## src/lsfs_pkg.sv

```systemverilog
// package: constants and types of the led soft-start and fault supervisor
package lsfs_pkg;
    // ------------------------------------------------------------
    // timing
    // ------------------------------------------------------------
    localparam int CLK_PERIOD_NS = 50;
    localparam int HOLD_TIME_NS = 50000;
    localparam int HOLD_CYCLES = HOLD_TIME_NS / CLK_PERIOD_NS;
    localparam int POR_DELAY_CYCLES = 16;
    localparam int STARTUP_BITS = 15;
    localparam int FAULT_FULL_COUNT = 256;
    localparam int FCNT_BITS = 9;
    // ------------------------------------------------------------
    // register map, byte addresses
    // ------------------------------------------------------------
    localparam logic [4:0] ADDR_CTRL = 5'h00;
    localparam logic [4:0] ADDR_STATUS = 5'h04;
    localparam logic [4:0] ADDR_IRQ_STATUS = 5'h08;
    localparam logic [4:0] ADDR_IRQ_MASK = 5'h0c;
    localparam logic [4:0] ADDR_COUNTERS = 5'h10;
    localparam logic [31:0] CTRL_RESET = 32'h0000_0001;
    localparam int CTRL_DRIVE_ALLOW_BIT = 0;
    localparam logic [3:0] IRQ_MASK_RESET = 4'h0;
    localparam int IRQ_STARTUP_FAIL_BIT = 0;
    localparam int IRQ_COUNT_FAULT_BIT = 1;
    localparam int IRQ_SHORT_BIT = 2;
    localparam int IRQ_HANDOVER_BIT = 3;
    localparam int IRQ_BITS = 4;
    // ------------------------------------------------------------
    // types
    // ------------------------------------------------------------
    typedef enum logic [1:0] {
        LSFS_ST_POR = 2'b00,
        LSFS_ST_SOFTSTART = 2'b01,
        LSFS_ST_RUN = 2'b10
    } lsfs_state_t;

    // comparator flags and switching clock, as they arrive on the pins
    typedef struct packed {
        logic sw_clk;
        logic node_above_ref;
        logic cs_above_led;
        logic cs_above_oc;
        logic cs_above_short;
        logic vs_above_ov;
        logic uv_below;
    } lsfs_pins_t;

    localparam int PIN_BITS = $bits(lsfs_pins_t);
endpackage : lsfs_pkg

```

## src/lsfs_supervisor.sv

```systemverilog
// module: led soft-start and fault supervisor with avalon-mm registers
`timescale 1ns/1ns
`default_nettype none
module lsfs_supervisor (
    input wire logic core_clk,
    input wire logic sys_rst,
    input wire logic [4:0] avs_address,
    input wire logic avs_read,
    input wire logic avs_write,
    input wire logic [31:0] avs_writedata,
    output logic [31:0] avs_readdata,
    output logic avs_waitrequest,
    input wire lsfs_pkg::lsfs_pins_t pins_in,
    output logic softstart_charge_en,
    output logic node_to_dimming,
    output logic drive_out_a,
    output logic drive_out_b,
    output logic aux_drive_out,
    output logic comp_clamp_en,
    output logic fault_out_n,
    output logic irq
);
    // ------------------------------------------------------------
    // pin synchronisers
    // ------------------------------------------------------------
    logic [lsfs_pkg::PIN_BITS-1:0] sync1, sync2, sync3, filt;
    lsfs_pkg::lsfs_pins_t pin;
    assign pin = lsfs_pkg::lsfs_pins_t'(filt);

    genvar gi;
    generate
        for (gi = 0; gi < lsfs_pkg::PIN_BITS; gi++) begin : g_sync
            always_ff @(posedge core_clk or posedge sys_rst) begin
                if (sys_rst) begin
                    sync1[gi] <= 1'b0;
                    sync2[gi] <= 1'b0;
                    sync3[gi] <= 1'b0;
                    filt[gi] <= 1'b0;
                end else begin
                    sync1[gi] <= pins_in[gi];
                    sync2[gi] <= sync1[gi];
                    sync3[gi] <= sync2[gi];
                    if (sync2[gi] == sync3[gi]) begin
                        filt[gi] <= sync3[gi];
                    end
                end
            end
        end
    endgenerate

    // one tick per switching period, on the qualified rising edge
    logic tick;
    assign tick = (sync2[lsfs_pkg::PIN_BITS-1] == sync3[lsfs_pkg::PIN_BITS-1])
                  && sync3[lsfs_pkg::PIN_BITS-1] && !pin.sw_clk;

    // ------------------------------------------------------------
    // start-up sequencing
    // ------------------------------------------------------------
    lsfs_pkg::lsfs_state_t state;
    logic [4:0] por_cnt;
    logic [lsfs_pkg::STARTUP_BITS-1:0] startup_cnt;
    logic startup_done;
    logic cs_seen;
    logic fault_latch;
    logic [31:0] ctrl;
    logic startup_fail_ev, handover_ev;

    always_ff @(posedge core_clk or posedge sys_rst) begin
        if (sys_rst) begin
            state <= lsfs_pkg::LSFS_ST_POR;
            por_cnt <= 5'h00;
        end else begin
            case (state)
                lsfs_pkg::LSFS_ST_POR: begin
                    if (por_cnt == 5'(lsfs_pkg::POR_DELAY_CYCLES - 1)) begin
                        state <= lsfs_pkg::LSFS_ST_SOFTSTART;
                    end else begin
                        por_cnt <= por_cnt + 5'h01;
                    end
                end
                lsfs_pkg::LSFS_ST_SOFTSTART: begin
                    if (pin.node_above_ref) begin
                        state <= lsfs_pkg::LSFS_ST_RUN;
                    end
                end
                lsfs_pkg::LSFS_ST_RUN: begin
                    state <= lsfs_pkg::LSFS_ST_RUN;
                end
                default: begin
                    state <= lsfs_pkg::LSFS_ST_POR;
                end
            endcase
        end
    end

    assign handover_ev = (state == lsfs_pkg::LSFS_ST_SOFTSTART) && pin.node_above_ref;

    // start-up timeout counts switching ticks from the end of the reset delay
    always_ff @(posedge core_clk or posedge sys_rst) begin
        if (sys_rst) begin
            startup_cnt <= '0;
            startup_done <= 1'b0;
            cs_seen <= 1'b0;
        end else begin
            if (state != lsfs_pkg::LSFS_ST_POR && pin.cs_above_led) begin
                cs_seen <= 1'b1;
            end
            if (state != lsfs_pkg::LSFS_ST_POR && !startup_done && tick) begin
                startup_cnt <= startup_cnt + 1'b1;
                if (&startup_cnt) begin
                    startup_done <= 1'b1;
                end
            end
        end
    end

    assign startup_fail_ev = tick && (&startup_cnt) && !startup_done && !cs_seen
                             && state != lsfs_pkg::LSFS_ST_POR;

    // ------------------------------------------------------------
    // fault counter and periodic clear
    // ------------------------------------------------------------
    logic [lsfs_pkg::STARTUP_BITS-1:0] interval_cnt;
    logic [lsfs_pkg::FCNT_BITS-1:0] fault_cnt;
    logic open_cond, count_cond, cs_led_d, hold_clear, count_fault_ev, short_ev;
    logic [2:0] hold_cond, hold_cond_d, hold_clr;
    logic [10:0] hold_cnt [3];

    assign open_cond = startup_done && drive_out_a && !pin.cs_above_led;
    assign hold_cond = {pin.uv_below, pin.vs_above_ov, pin.cs_above_oc};
    assign count_cond = open_cond || (|hold_cond);
    assign hold_clear = |hold_clr;
    assign short_ev = pin.cs_above_short && state != lsfs_pkg::LSFS_ST_POR;

    // one-shot holds for overcurrent, overvoltage and undervoltage
    generate
        for (gi = 0; gi < 3; gi++) begin : g_hold
            always_ff @(posedge core_clk or posedge sys_rst) begin
                if (sys_rst) begin
                    hold_cnt[gi] <= '0;
                    hold_cond_d[gi] <= 1'b0;
                end else begin
                    hold_cond_d[gi] <= hold_cond[gi];
                    if (hold_cond[gi] && !hold_cond_d[gi] && hold_cnt[gi] == '0) begin
                        hold_cnt[gi] <= 11'(lsfs_pkg::HOLD_CYCLES);
                    end else if (hold_cnt[gi] != '0) begin
                        hold_cnt[gi] <= hold_cnt[gi] - 11'h001;
                    end
                end
            end
            assign hold_clr[gi] = (hold_cnt[gi] == 11'h001) && !hold_cond[gi];
        end
    endgenerate

    always_ff @(posedge core_clk or posedge sys_rst) begin
        if (sys_rst) begin
            interval_cnt <= '0;
            fault_cnt <= '0;
            cs_led_d <= 1'b0;
        end else begin
            cs_led_d <= pin.cs_above_led;
            if (tick) begin
                interval_cnt <= interval_cnt + 1'b1;
            end
            if (tick && (&interval_cnt)) begin
                fault_cnt <= '0;
            end else if (pin.cs_above_led && !cs_led_d && !pin.cs_above_oc && startup_done) begin
                fault_cnt <= '0;
            end else if (hold_clear) begin
                fault_cnt <= '0;
            end else if (tick && count_cond && fault_cnt != 9'(lsfs_pkg::FAULT_FULL_COUNT)) begin
                fault_cnt <= fault_cnt + 9'h001;
            end
        end
    end

    assign count_fault_ev = fault_cnt == 9'(lsfs_pkg::FAULT_FULL_COUNT);

    // ------------------------------------------------------------
    // fault latch and pin outputs
    // ------------------------------------------------------------
    always_ff @(posedge core_clk or posedge sys_rst) begin
        if (sys_rst) begin
            fault_latch <= 1'b0;
            fault_out_n <= 1'b1;
        end else begin
            if (startup_fail_ev || count_fault_ev || short_ev) begin
                fault_latch <= 1'b1;
                fault_out_n <= 1'b0;
            end
        end
    end

    logic next_drive;
    assign next_drive = state == lsfs_pkg::LSFS_ST_RUN && pin.node_above_ref && !fault_latch
                        && !short_ev && !startup_fail_ev && !count_fault_ev
                        && ctrl[lsfs_pkg::CTRL_DRIVE_ALLOW_BIT];

    always_ff @(posedge core_clk or posedge sys_rst) begin
        if (sys_rst) begin
            softstart_charge_en <= 1'b0;
            node_to_dimming <= 1'b0;
            drive_out_a <= 1'b0;
            drive_out_b <= 1'b0;
            aux_drive_out <= 1'b0;
            comp_clamp_en <= 1'b0;
        end else begin
            softstart_charge_en <= state == lsfs_pkg::LSFS_ST_SOFTSTART && !pin.node_above_ref;
            node_to_dimming <= state == lsfs_pkg::LSFS_ST_RUN || handover_ev;
            drive_out_a <= next_drive;
            drive_out_b <= next_drive;
            aux_drive_out <= next_drive;
            comp_clamp_en <= pin.vs_above_ov && state != lsfs_pkg::LSFS_ST_POR;
        end
    end

    // ------------------------------------------------------------
    // avalon-mm slave and interrupts
    // ------------------------------------------------------------
    logic acked;
    logic [lsfs_pkg::IRQ_BITS-1:0] irq_status, irq_mask, events;
    logic req, wr_take;
    assign req = avs_read || avs_write;
    assign wr_take = avs_write && acked;
    assign events = {handover_ev, short_ev && !fault_latch, count_fault_ev && !fault_latch,
                     startup_fail_ev};

    always_ff @(posedge core_clk or posedge sys_rst) begin
        if (sys_rst) begin
            acked <= 1'b0;
            avs_waitrequest <= 1'b1;
            avs_readdata <= 32'h0000_0000;
        end else begin
            acked <= req && !acked;
            avs_waitrequest <= !(req && !acked);
            if (avs_read && !acked) begin
                case (avs_address)
                    lsfs_pkg::ADDR_CTRL: avs_readdata <= ctrl;
                    lsfs_pkg::ADDR_STATUS: avs_readdata <= {22'h000000, pin.sw_clk, pin.uv_below,
                        pin.vs_above_ov, pin.cs_above_oc, pin.cs_above_led, startup_done,
                        fault_latch, drive_out_a, state};
                    lsfs_pkg::ADDR_IRQ_STATUS: avs_readdata <= {28'h0000000, irq_status};
                    lsfs_pkg::ADDR_IRQ_MASK: avs_readdata <= {28'h0000000, irq_mask};
                    lsfs_pkg::ADDR_COUNTERS: avs_readdata <= {8'h00, startup_cnt, fault_cnt};
                    default: avs_readdata <= 32'h0000_0000;
                endcase
            end
        end
    end

    always_ff @(posedge core_clk or posedge sys_rst) begin
        if (sys_rst) begin
            ctrl <= lsfs_pkg::CTRL_RESET;
            irq_mask <= lsfs_pkg::IRQ_MASK_RESET;
        end else if (wr_take) begin
            if (avs_address == lsfs_pkg::ADDR_CTRL) begin
                ctrl <= {31'h00000000, avs_writedata[lsfs_pkg::CTRL_DRIVE_ALLOW_BIT]};
            end
            if (avs_address == lsfs_pkg::ADDR_IRQ_MASK) begin
                irq_mask <= avs_writedata[lsfs_pkg::IRQ_BITS-1:0];
            end
        end
    end

    // an event in the clearing cycle survives: set wins over clear
    always_ff @(posedge core_clk or posedge sys_rst) begin
        if (sys_rst) begin
            irq_status <= '0;
            irq <= 1'b0;
        end else begin
            if (wr_take && avs_address == lsfs_pkg::ADDR_IRQ_STATUS) begin
                irq_status <= (irq_status & ~avs_writedata[lsfs_pkg::IRQ_BITS-1:0]) | events;
            end else begin
                irq_status <= irq_status | events;
            end
            irq <= |(irq_status & irq_mask);
        end
    end

    // ------------------------------------------------------------
    // assertions
    // ------------------------------------------------------------
    // cycles since each hold was armed, counted apart from the hold timers so that a wrong hold length shows up
    logic [10:0] hold_age [3];

    generate
        for (gi = 0; gi < 3; gi++) begin : g_hold_age
            always_ff @(posedge core_clk or posedge sys_rst) begin
                if (sys_rst) begin
                    hold_age[gi] <= 11'h000;
                end else if (hold_cond[gi] && !hold_cond_d[gi] && hold_cnt[gi] == 11'h000) begin
                    hold_age[gi] <= 11'h001;
                end else if (hold_age[gi] != 11'h000 && hold_age[gi] != 11'h7ff) begin
                    hold_age[gi] <= hold_age[gi] + 11'h001;
                end
            end
        end
    endgenerate
endmodule : lsfs_supervisor
`default_nettype wire

```

## config.mk

```make
export PLATFORM = sky130hd
export DESIGN_NAME = lsfs_supervisor
export DESIGN_NICKNAME = d
export VERILOG_FILES = /design/src/lsfs_pkg.sv /design/src/lsfs_supervisor.sv
export SDC_FILE = /design/constraint.sdc
export NUM_CORES = 1
export LEC_CHECK = 0
export BUFFER_PORTS_ARGS = -buffer_cell sky130_fd_sc_hd__buf_2
export CORE_MARGIN = 2
export CORE_UTILIZATION = 60
export DETAILED_ROUTE_END_ITERATION = 10
export PLACE_DENSITY = 0.82
export SYNTH_ARGS = -nofsm -noshare
export SYNTH_HDL_FRONTEND = slang
export SYNTH_SLANG_ARGS = --single-unit
```

## constraint.sdc

```tcl
create_clock -name core_clk -period 10.49 [get_ports core_clk]
set_input_delay 2.098 -clock core_clk [delete_from_list [all_inputs] [get_ports core_clk]]
set_output_delay 2.098 -clock core_clk [all_outputs]
set_load 0.01 [all_outputs]
```

==> results of run 1 <==
## final cells by class
class | instances | area share (%)
Clock buffer | 20 | 5.79
Inverter | 22 | 1.11
Sequential cell | 155 | 49.2
Multi-Input combinational cell | 432 | 36.1
Tap cell | 143 | 2.27
Clock inverter | 12 | 2.14
Timing Repair Buffer | 53 | 3.39
## cells by family (layout without fill, tap and decap cells)
group / after synthesis / in the layout
buffers and inverters: 47 / 107
AND/OR/NAND/NOR: 233 / 233
XOR/XNOR: 41 / 41
multiplexers: 25 / 25
flip-flops: 155 / 155
adder cells (fa/ha/maj): 25 / 25
other: 1 / 8
AO/OA/AOI/OAI: 100 / 100
## sequential cells by signal (all words and copies together) (netlist names), 5 cells and up
signal,count
hold_cnt,33
sync2,7
startup_cnt,15
filt,7
fault_cnt,9
sync3,7
sync1,7
avs_readdata,24
interval_cnt,15
por_cnt,5
## Yosys cell counts, drive strengths merged (10+ instances only)
cell type	n
a22oi	12
nor2	35
inv	22
mux2	15
clkbuf	12
nor4	10
xor2	12
a21oi	10
a211oi	16
ha	19
nand2	72
nor3	27
dfrtp	152
buf	13
xnor2	29
nand3	24
o21ai	35
## per-layer routing
layer  global-route usage, %  up-vias
met1                    30.9     2541
li1                        -     2308
met3                    5.61       28
met5                       0        -
met2                    41.7      141
met4                    10.3        0
## stage by stage
stage	utilization [%]	power, µW
after floorplan	-	1040
after global placement	64.1	1100
after detailed placement	64.1	1130
after CTS	69.7	1790
after global routing	69.7	1870
final	69.7	1780
## where the power goes
group	internal, µW	switching (µW)	leakage, µW
clock	409	237	0.000306
sequential	706	128	0.00193
combinational	137	162	0.00130
## path summary, 6_finish.rpt
kind / start / endpoint / slack, ns
max: avs_read / avs_readdata[2] / 7.02
min: sync1[2] / sync2[2] / 0.35
max reg2reg: state[0] / fault_out_n / 7.99
min reg2reg: sync1[2] / sync2[2] / 0.35
max in group asynchronous: sys_rst / avs_readdata[8] / 7.30
min in group asynchronous: sys_rst / sync1[3] / 1.76
==> results.yml, run 1 <==
power_and_ir_drop:
  p_leak_uw: 0.00354
  p_per_area_nw_per_um2: 226
  ir_worst_vdd_v: 0.000168
detailed_routing:
  via_per_inst: 6.00
  wl_met3_um: 609
  num_vias: 5018
  post-route-drc-count: 0
  drtIter0Drc: 304
  avgRoutedWirePerCell_um: 16.9
  routed.top_layer: "met4"
  totalWireLength_um: 14200
  drt_first_pass_iters: 5
  wl_met2_um: 7440
  drt-met1-wl_um: 5830
  postRouteAntennaNets: 0
yosys:
  ys_async_sr_fraction_pct: 100
  ys.flop_type: "dfrtp_1"
  synth_cell_type_count: 56
  ys_top_cells_by_area: "dfrtp_1, nand2_1, xnor2_1"
  yosys.area.top_type_share_pct: 55.0
  synth_compound_area_share_pct: 9.57
  syn_avg_cell_area_um2: 11.0
  synth.largest_area_cell: "dfrtp_1"
  yosysWarnings: 0
  synthAdderAreaFrac_pct: 4.30
  synth_xor_area_share_pct: 5.19
  ys_seq_area_share_pct: 56.1
  yosys.area_share.simple_pct: 17.6
  synth_area_um2: 6920
  synthMuxAreaShare_pct: 4.07
  synth_cells: 627
  synth_edf_count: 0
  synth_top_family_by_area: "simple AND/OR/NAND/NOR gates"
  ys_ff_latch: 155
global_routing:
  grt_usage_pct: 24.6
  first_global_vias: 5122
  grt_pass1_wl_um: 24400
  grt_max_degree: 81
  overflow: 0
  antenna_found_initial: 0
die:
  coreArea_um2: 11300
  initial_core_util_pct: 61.1
  fp.dieW_um: 111
  num_rows: 39
  fp.dieH_um: 111
  io_pins: 89
  die_area_um2: 12400
critical_path:
  crit_cells: 4
  critPathSlowestCell: "nor2b_1"
  cp.required_ns: 10.83
  cp_num_buf_inv: 1
  setup.worst_path.end_class: "flop"
  arrival_ns: 3.80
  crit_family: "simple AND/OR/NAND/NOR gates"
  cp-start-kind: "primary input"
  slowest_delay_ns: 0.78
  crit_fanout: 13
  reg2regPathDepth: 6
  worst-setup-path-type: "primary input to flop"
  crit_chain: "buf_2 > nor2b_1 > nand3_1 > o21ai_0"
clocking:
  root_buffer: "clkbuf_16"
  clkTransAtPathRegs_ns: 0.06
  cts_buffers: 17
  cts_buffer_depth: 2
  cts.repair.resized: 0
  clkLatencyLatePin_ns: 0.43
  h-tree-depth: 4
  cts_tree: "built"
  hold_buffers: 0
  post-cts-setup-buffers: 0
  numClockSinks: 155
cells_and_area:
  seqCellArea_um2: 3880
  antenna_cells: 0
  nFillCells: 817
  fin_cells: 837
  fin_nets: 748
  syn2layout_area_growth_pct: 14.0
  final_common_cell: "dfrtp_1"
  final_area_um2: 7890
  multi_input_comb_area_um2: 2850
  drive_gt1_share_pct: 17.4
  final_cell_mix: "dfrtp_1, nand2_1, buf_2, nor2_1, o21ai_0"
placement:
  gp_congestion: 0.902
  dpl_worst_slack_ns: 6.68
  io_buffers: 52
  placedCellCount: 805
  dpl.hpwl_um: 9560
  place_area_um2: 7260
sta:
  worst_pin_slew_ns: 0.997
  layout_setup_ws_ns: 7.02
  whs_ns: 0.346
  finalSetupViolations: 0
  finalCritPeriodShare_pct: 33.1
  slew_violations: 0
  setup_tns_ns: 0
  period_minus_slack_ns: 3.47
  maxSlewHeadroom_pct: 33.4
  skew_ns: 0.00448
  clock.fmax_mhz: 288
  rsz0062_at_grt: "no"
  hold_viol_final: 0
flow_run:
  maxCapViolations: 0
hold_path:
  hold_class: "flop to flop"
  min_path_cells: 0
run_status:
  run_status: "complete, no violations"
(Power assumes the default switching activity.)
==> run 2: changes to the inputs <==
CORE_UTILIZATION = 58   (was 60)
PLACE_DENSITY = 0.8   (was 0.82)
clock period = 3.51 ns   (was 10.49 ns; I/O delays follow)
==> run 2 against run 1 <==
Effect of this change: the run now ends with DRC left; clock skew grew 0.0037 ns; first-iteration DRC count grew 39%; critical path depth is 2 higher; via count down 3.2%; register-to-register slack got worse by 6.8 ns; setup slack got worse by 5.9 ns; routed wire length fell by 3.8%; clock-buffer cell count up 5; cell area decreased by 0.19%; hold slack hardly changed; largest cell class unchanged.
==> results.yml, run 2 (synthesized netlist as in run 1, its figures left out) <==
global_routing:
  overflow: 0
  antenna_found_initial: 0
  first_global_vias: 4868
  grt_pass1_wl_um: 23300
  grt_usage_pct: 23.0
  grt_max_degree: 156
run_status:
  violations: "DRC"
  run_status: "finished, violations left"
critical_path:
  cp-start-kind: "flop"
  setup.worst_path.end_class: "flop"
  arrival_ns: 2.71
  worst-setup-path-type: "flop to flop"
  cp.required_ns: 3.87
  crit_fanout: 7
sta:
  hold_viol_final: 0
  setup_tns_ns: 0
  rsz0062_at_grt: "no"
  slew_violations: 0
  maxSlewHeadroom_pct: 30.9
  finalSetupViolations: 0
  skew_ns: 0.00820
  finalCritPeriodShare_pct: 67.0
  clock.fmax_mhz: 425
  worst_pin_slew_ns: 1.04
  period_minus_slack_ns: 2.35
die:
  fp.dieH_um: 113
  initial_core_util_pct: 60.1
  coreArea_um2: 11500
  die_area_um2: 12800
  io_pins: 89
  num_rows: 39
  fp.dieW_um: 113
clocking:
  cts_tree: "built"
  cts_buffer_depth: 2
  root_buffer: "clkbuf_16"
  cts_buffers: 17
  h-tree-depth: 4
  post-cts-setup-buffers: 0
  hold_buffers: 0
  clkTransAtPathRegs_ns: 0.06
  clkLatencyLatePin_ns: 0.43
  cts.repair.resized: 0
  numClockSinks: 155
cells_and_area:
  final_common_cell: "dfrtp_1"
  syn2layout_area_growth_pct: 13.8
  drive_gt1_share_pct: 17.2
  final_cell_mix: "dfrtp_1, nand2_1, buf_2, nor2_1, o21ai_0"
  final_area_um2: 7870
  reg_top3: "hold_cnt (33), avs_readdata (24)"
  regMostFlops: "hold_cnt"
  antenna_cells: 0
  largest_reg_flops: 33
  fin_nets: 750
detailed_routing:
  drtIter0Drc: 422
  avgRoutedWirePerCell_um: 16.2
  totalWireLength_um: 13600
  drt_first_pass_iters: 8
  postRouteAntennaNets: 0
  num_vias: 4857
  via_per_inst: 5.79
  post-route-drc-count: 1
power_and_ir_drop:
  ir_worst_vdd_v: 0.000515
  p_per_area_nw_per_um2: 657
  p_leak_uw: 0.00353
flow_run:
  maxCapViolations: 0
placement:
  gp_congestion: 0.899
  place_area_um2: 7290
  dpl.hpwl_um: 9170
  io_buffers: 52
hold_path:
  hold_class: "flop to flop"
==> run 2: cell count changes in the layout (fill, tap and decap cells not counted), sizes merged <==
cell	change
inv	-2
clkinvlp	-1
buf	+2
bufinv	-2
clkbuf	+5
==> run 2: metal layers <==
metal  up-vias  wire length (µm)  part of all wire (%)  track usage [%]
met5         -                 0                     0                0
met4         0               231                   1.7             7.72
met3        28               683                   5.0             6.75
met2       128              6670                    49             36.6
met1      2395              6040                    44             30.7
li1       2306                 -                     -                -
==> run 2: metrics by stage <==
step                      total power [µW]  setup WS (ns)  utilization, %  hold WS (ns)  std cells
after floorplan                       3100          0.852               -         0.331        634
after global placement                3300           1.14            63.3         0.333        807
after detailed placement              3380           1.12            63.3         0.336        807
after CTS                             5210           1.16            68.4         0.348        839
after global routing                  5450          0.987            68.4         0.355        839
final                                 5170           1.16            68.4         0.345        839
==> run 2: area by class of cell <==
cell class | count | area (µm²)
Sequential cell | 155 | 3880
Fill cell | 852 | 3640
Multi-Input combinational cell | 432 | 2850
Clock buffer | 25 | 495
Timing Repair Buffer | 55 | 295
Tap cell | 143 | 179
Clock inverter | 7 | 88.8
Inverter | 22 | 86.3
==> run 2: report_power, final <==
group	switching (µW)	internal, µW	total [µW]
clock network	682	1120	1800
logic	468	417	885
registers	373	2110	2480
==> run 2: worst paths after layout <==
| path | cells after the start | from | end | slack (ns) |
|---|---|---|---|---|
| worst max-delay path | 6 | state[0] | fault_out_n | 1.16 |
| worst min-delay path | 0 | sync1[2] | sync2[2] | 0.35 |
| worst max register to register | 6 | state[0] | fault_out_n | 1.16 |
| worst min register to register | 0 | sync1[2] | sync2[2] | 0.35 |
| max in group asynchronous | 3 | sys_rst | interval_cnt[0] | 2.41 |
| min in group asynchronous | 3 | sys_rst | sync1[0] | 0.50 |
==> run 2: critical path, stage by stage (launching register included) <==
cell	delay, ns
dfrtp_1	0.38
inv_1	0.09
ha_1	0.26
or4b_1	0.64
nor3_2	0.38
nand3_1	0.24
and4_1	0.29
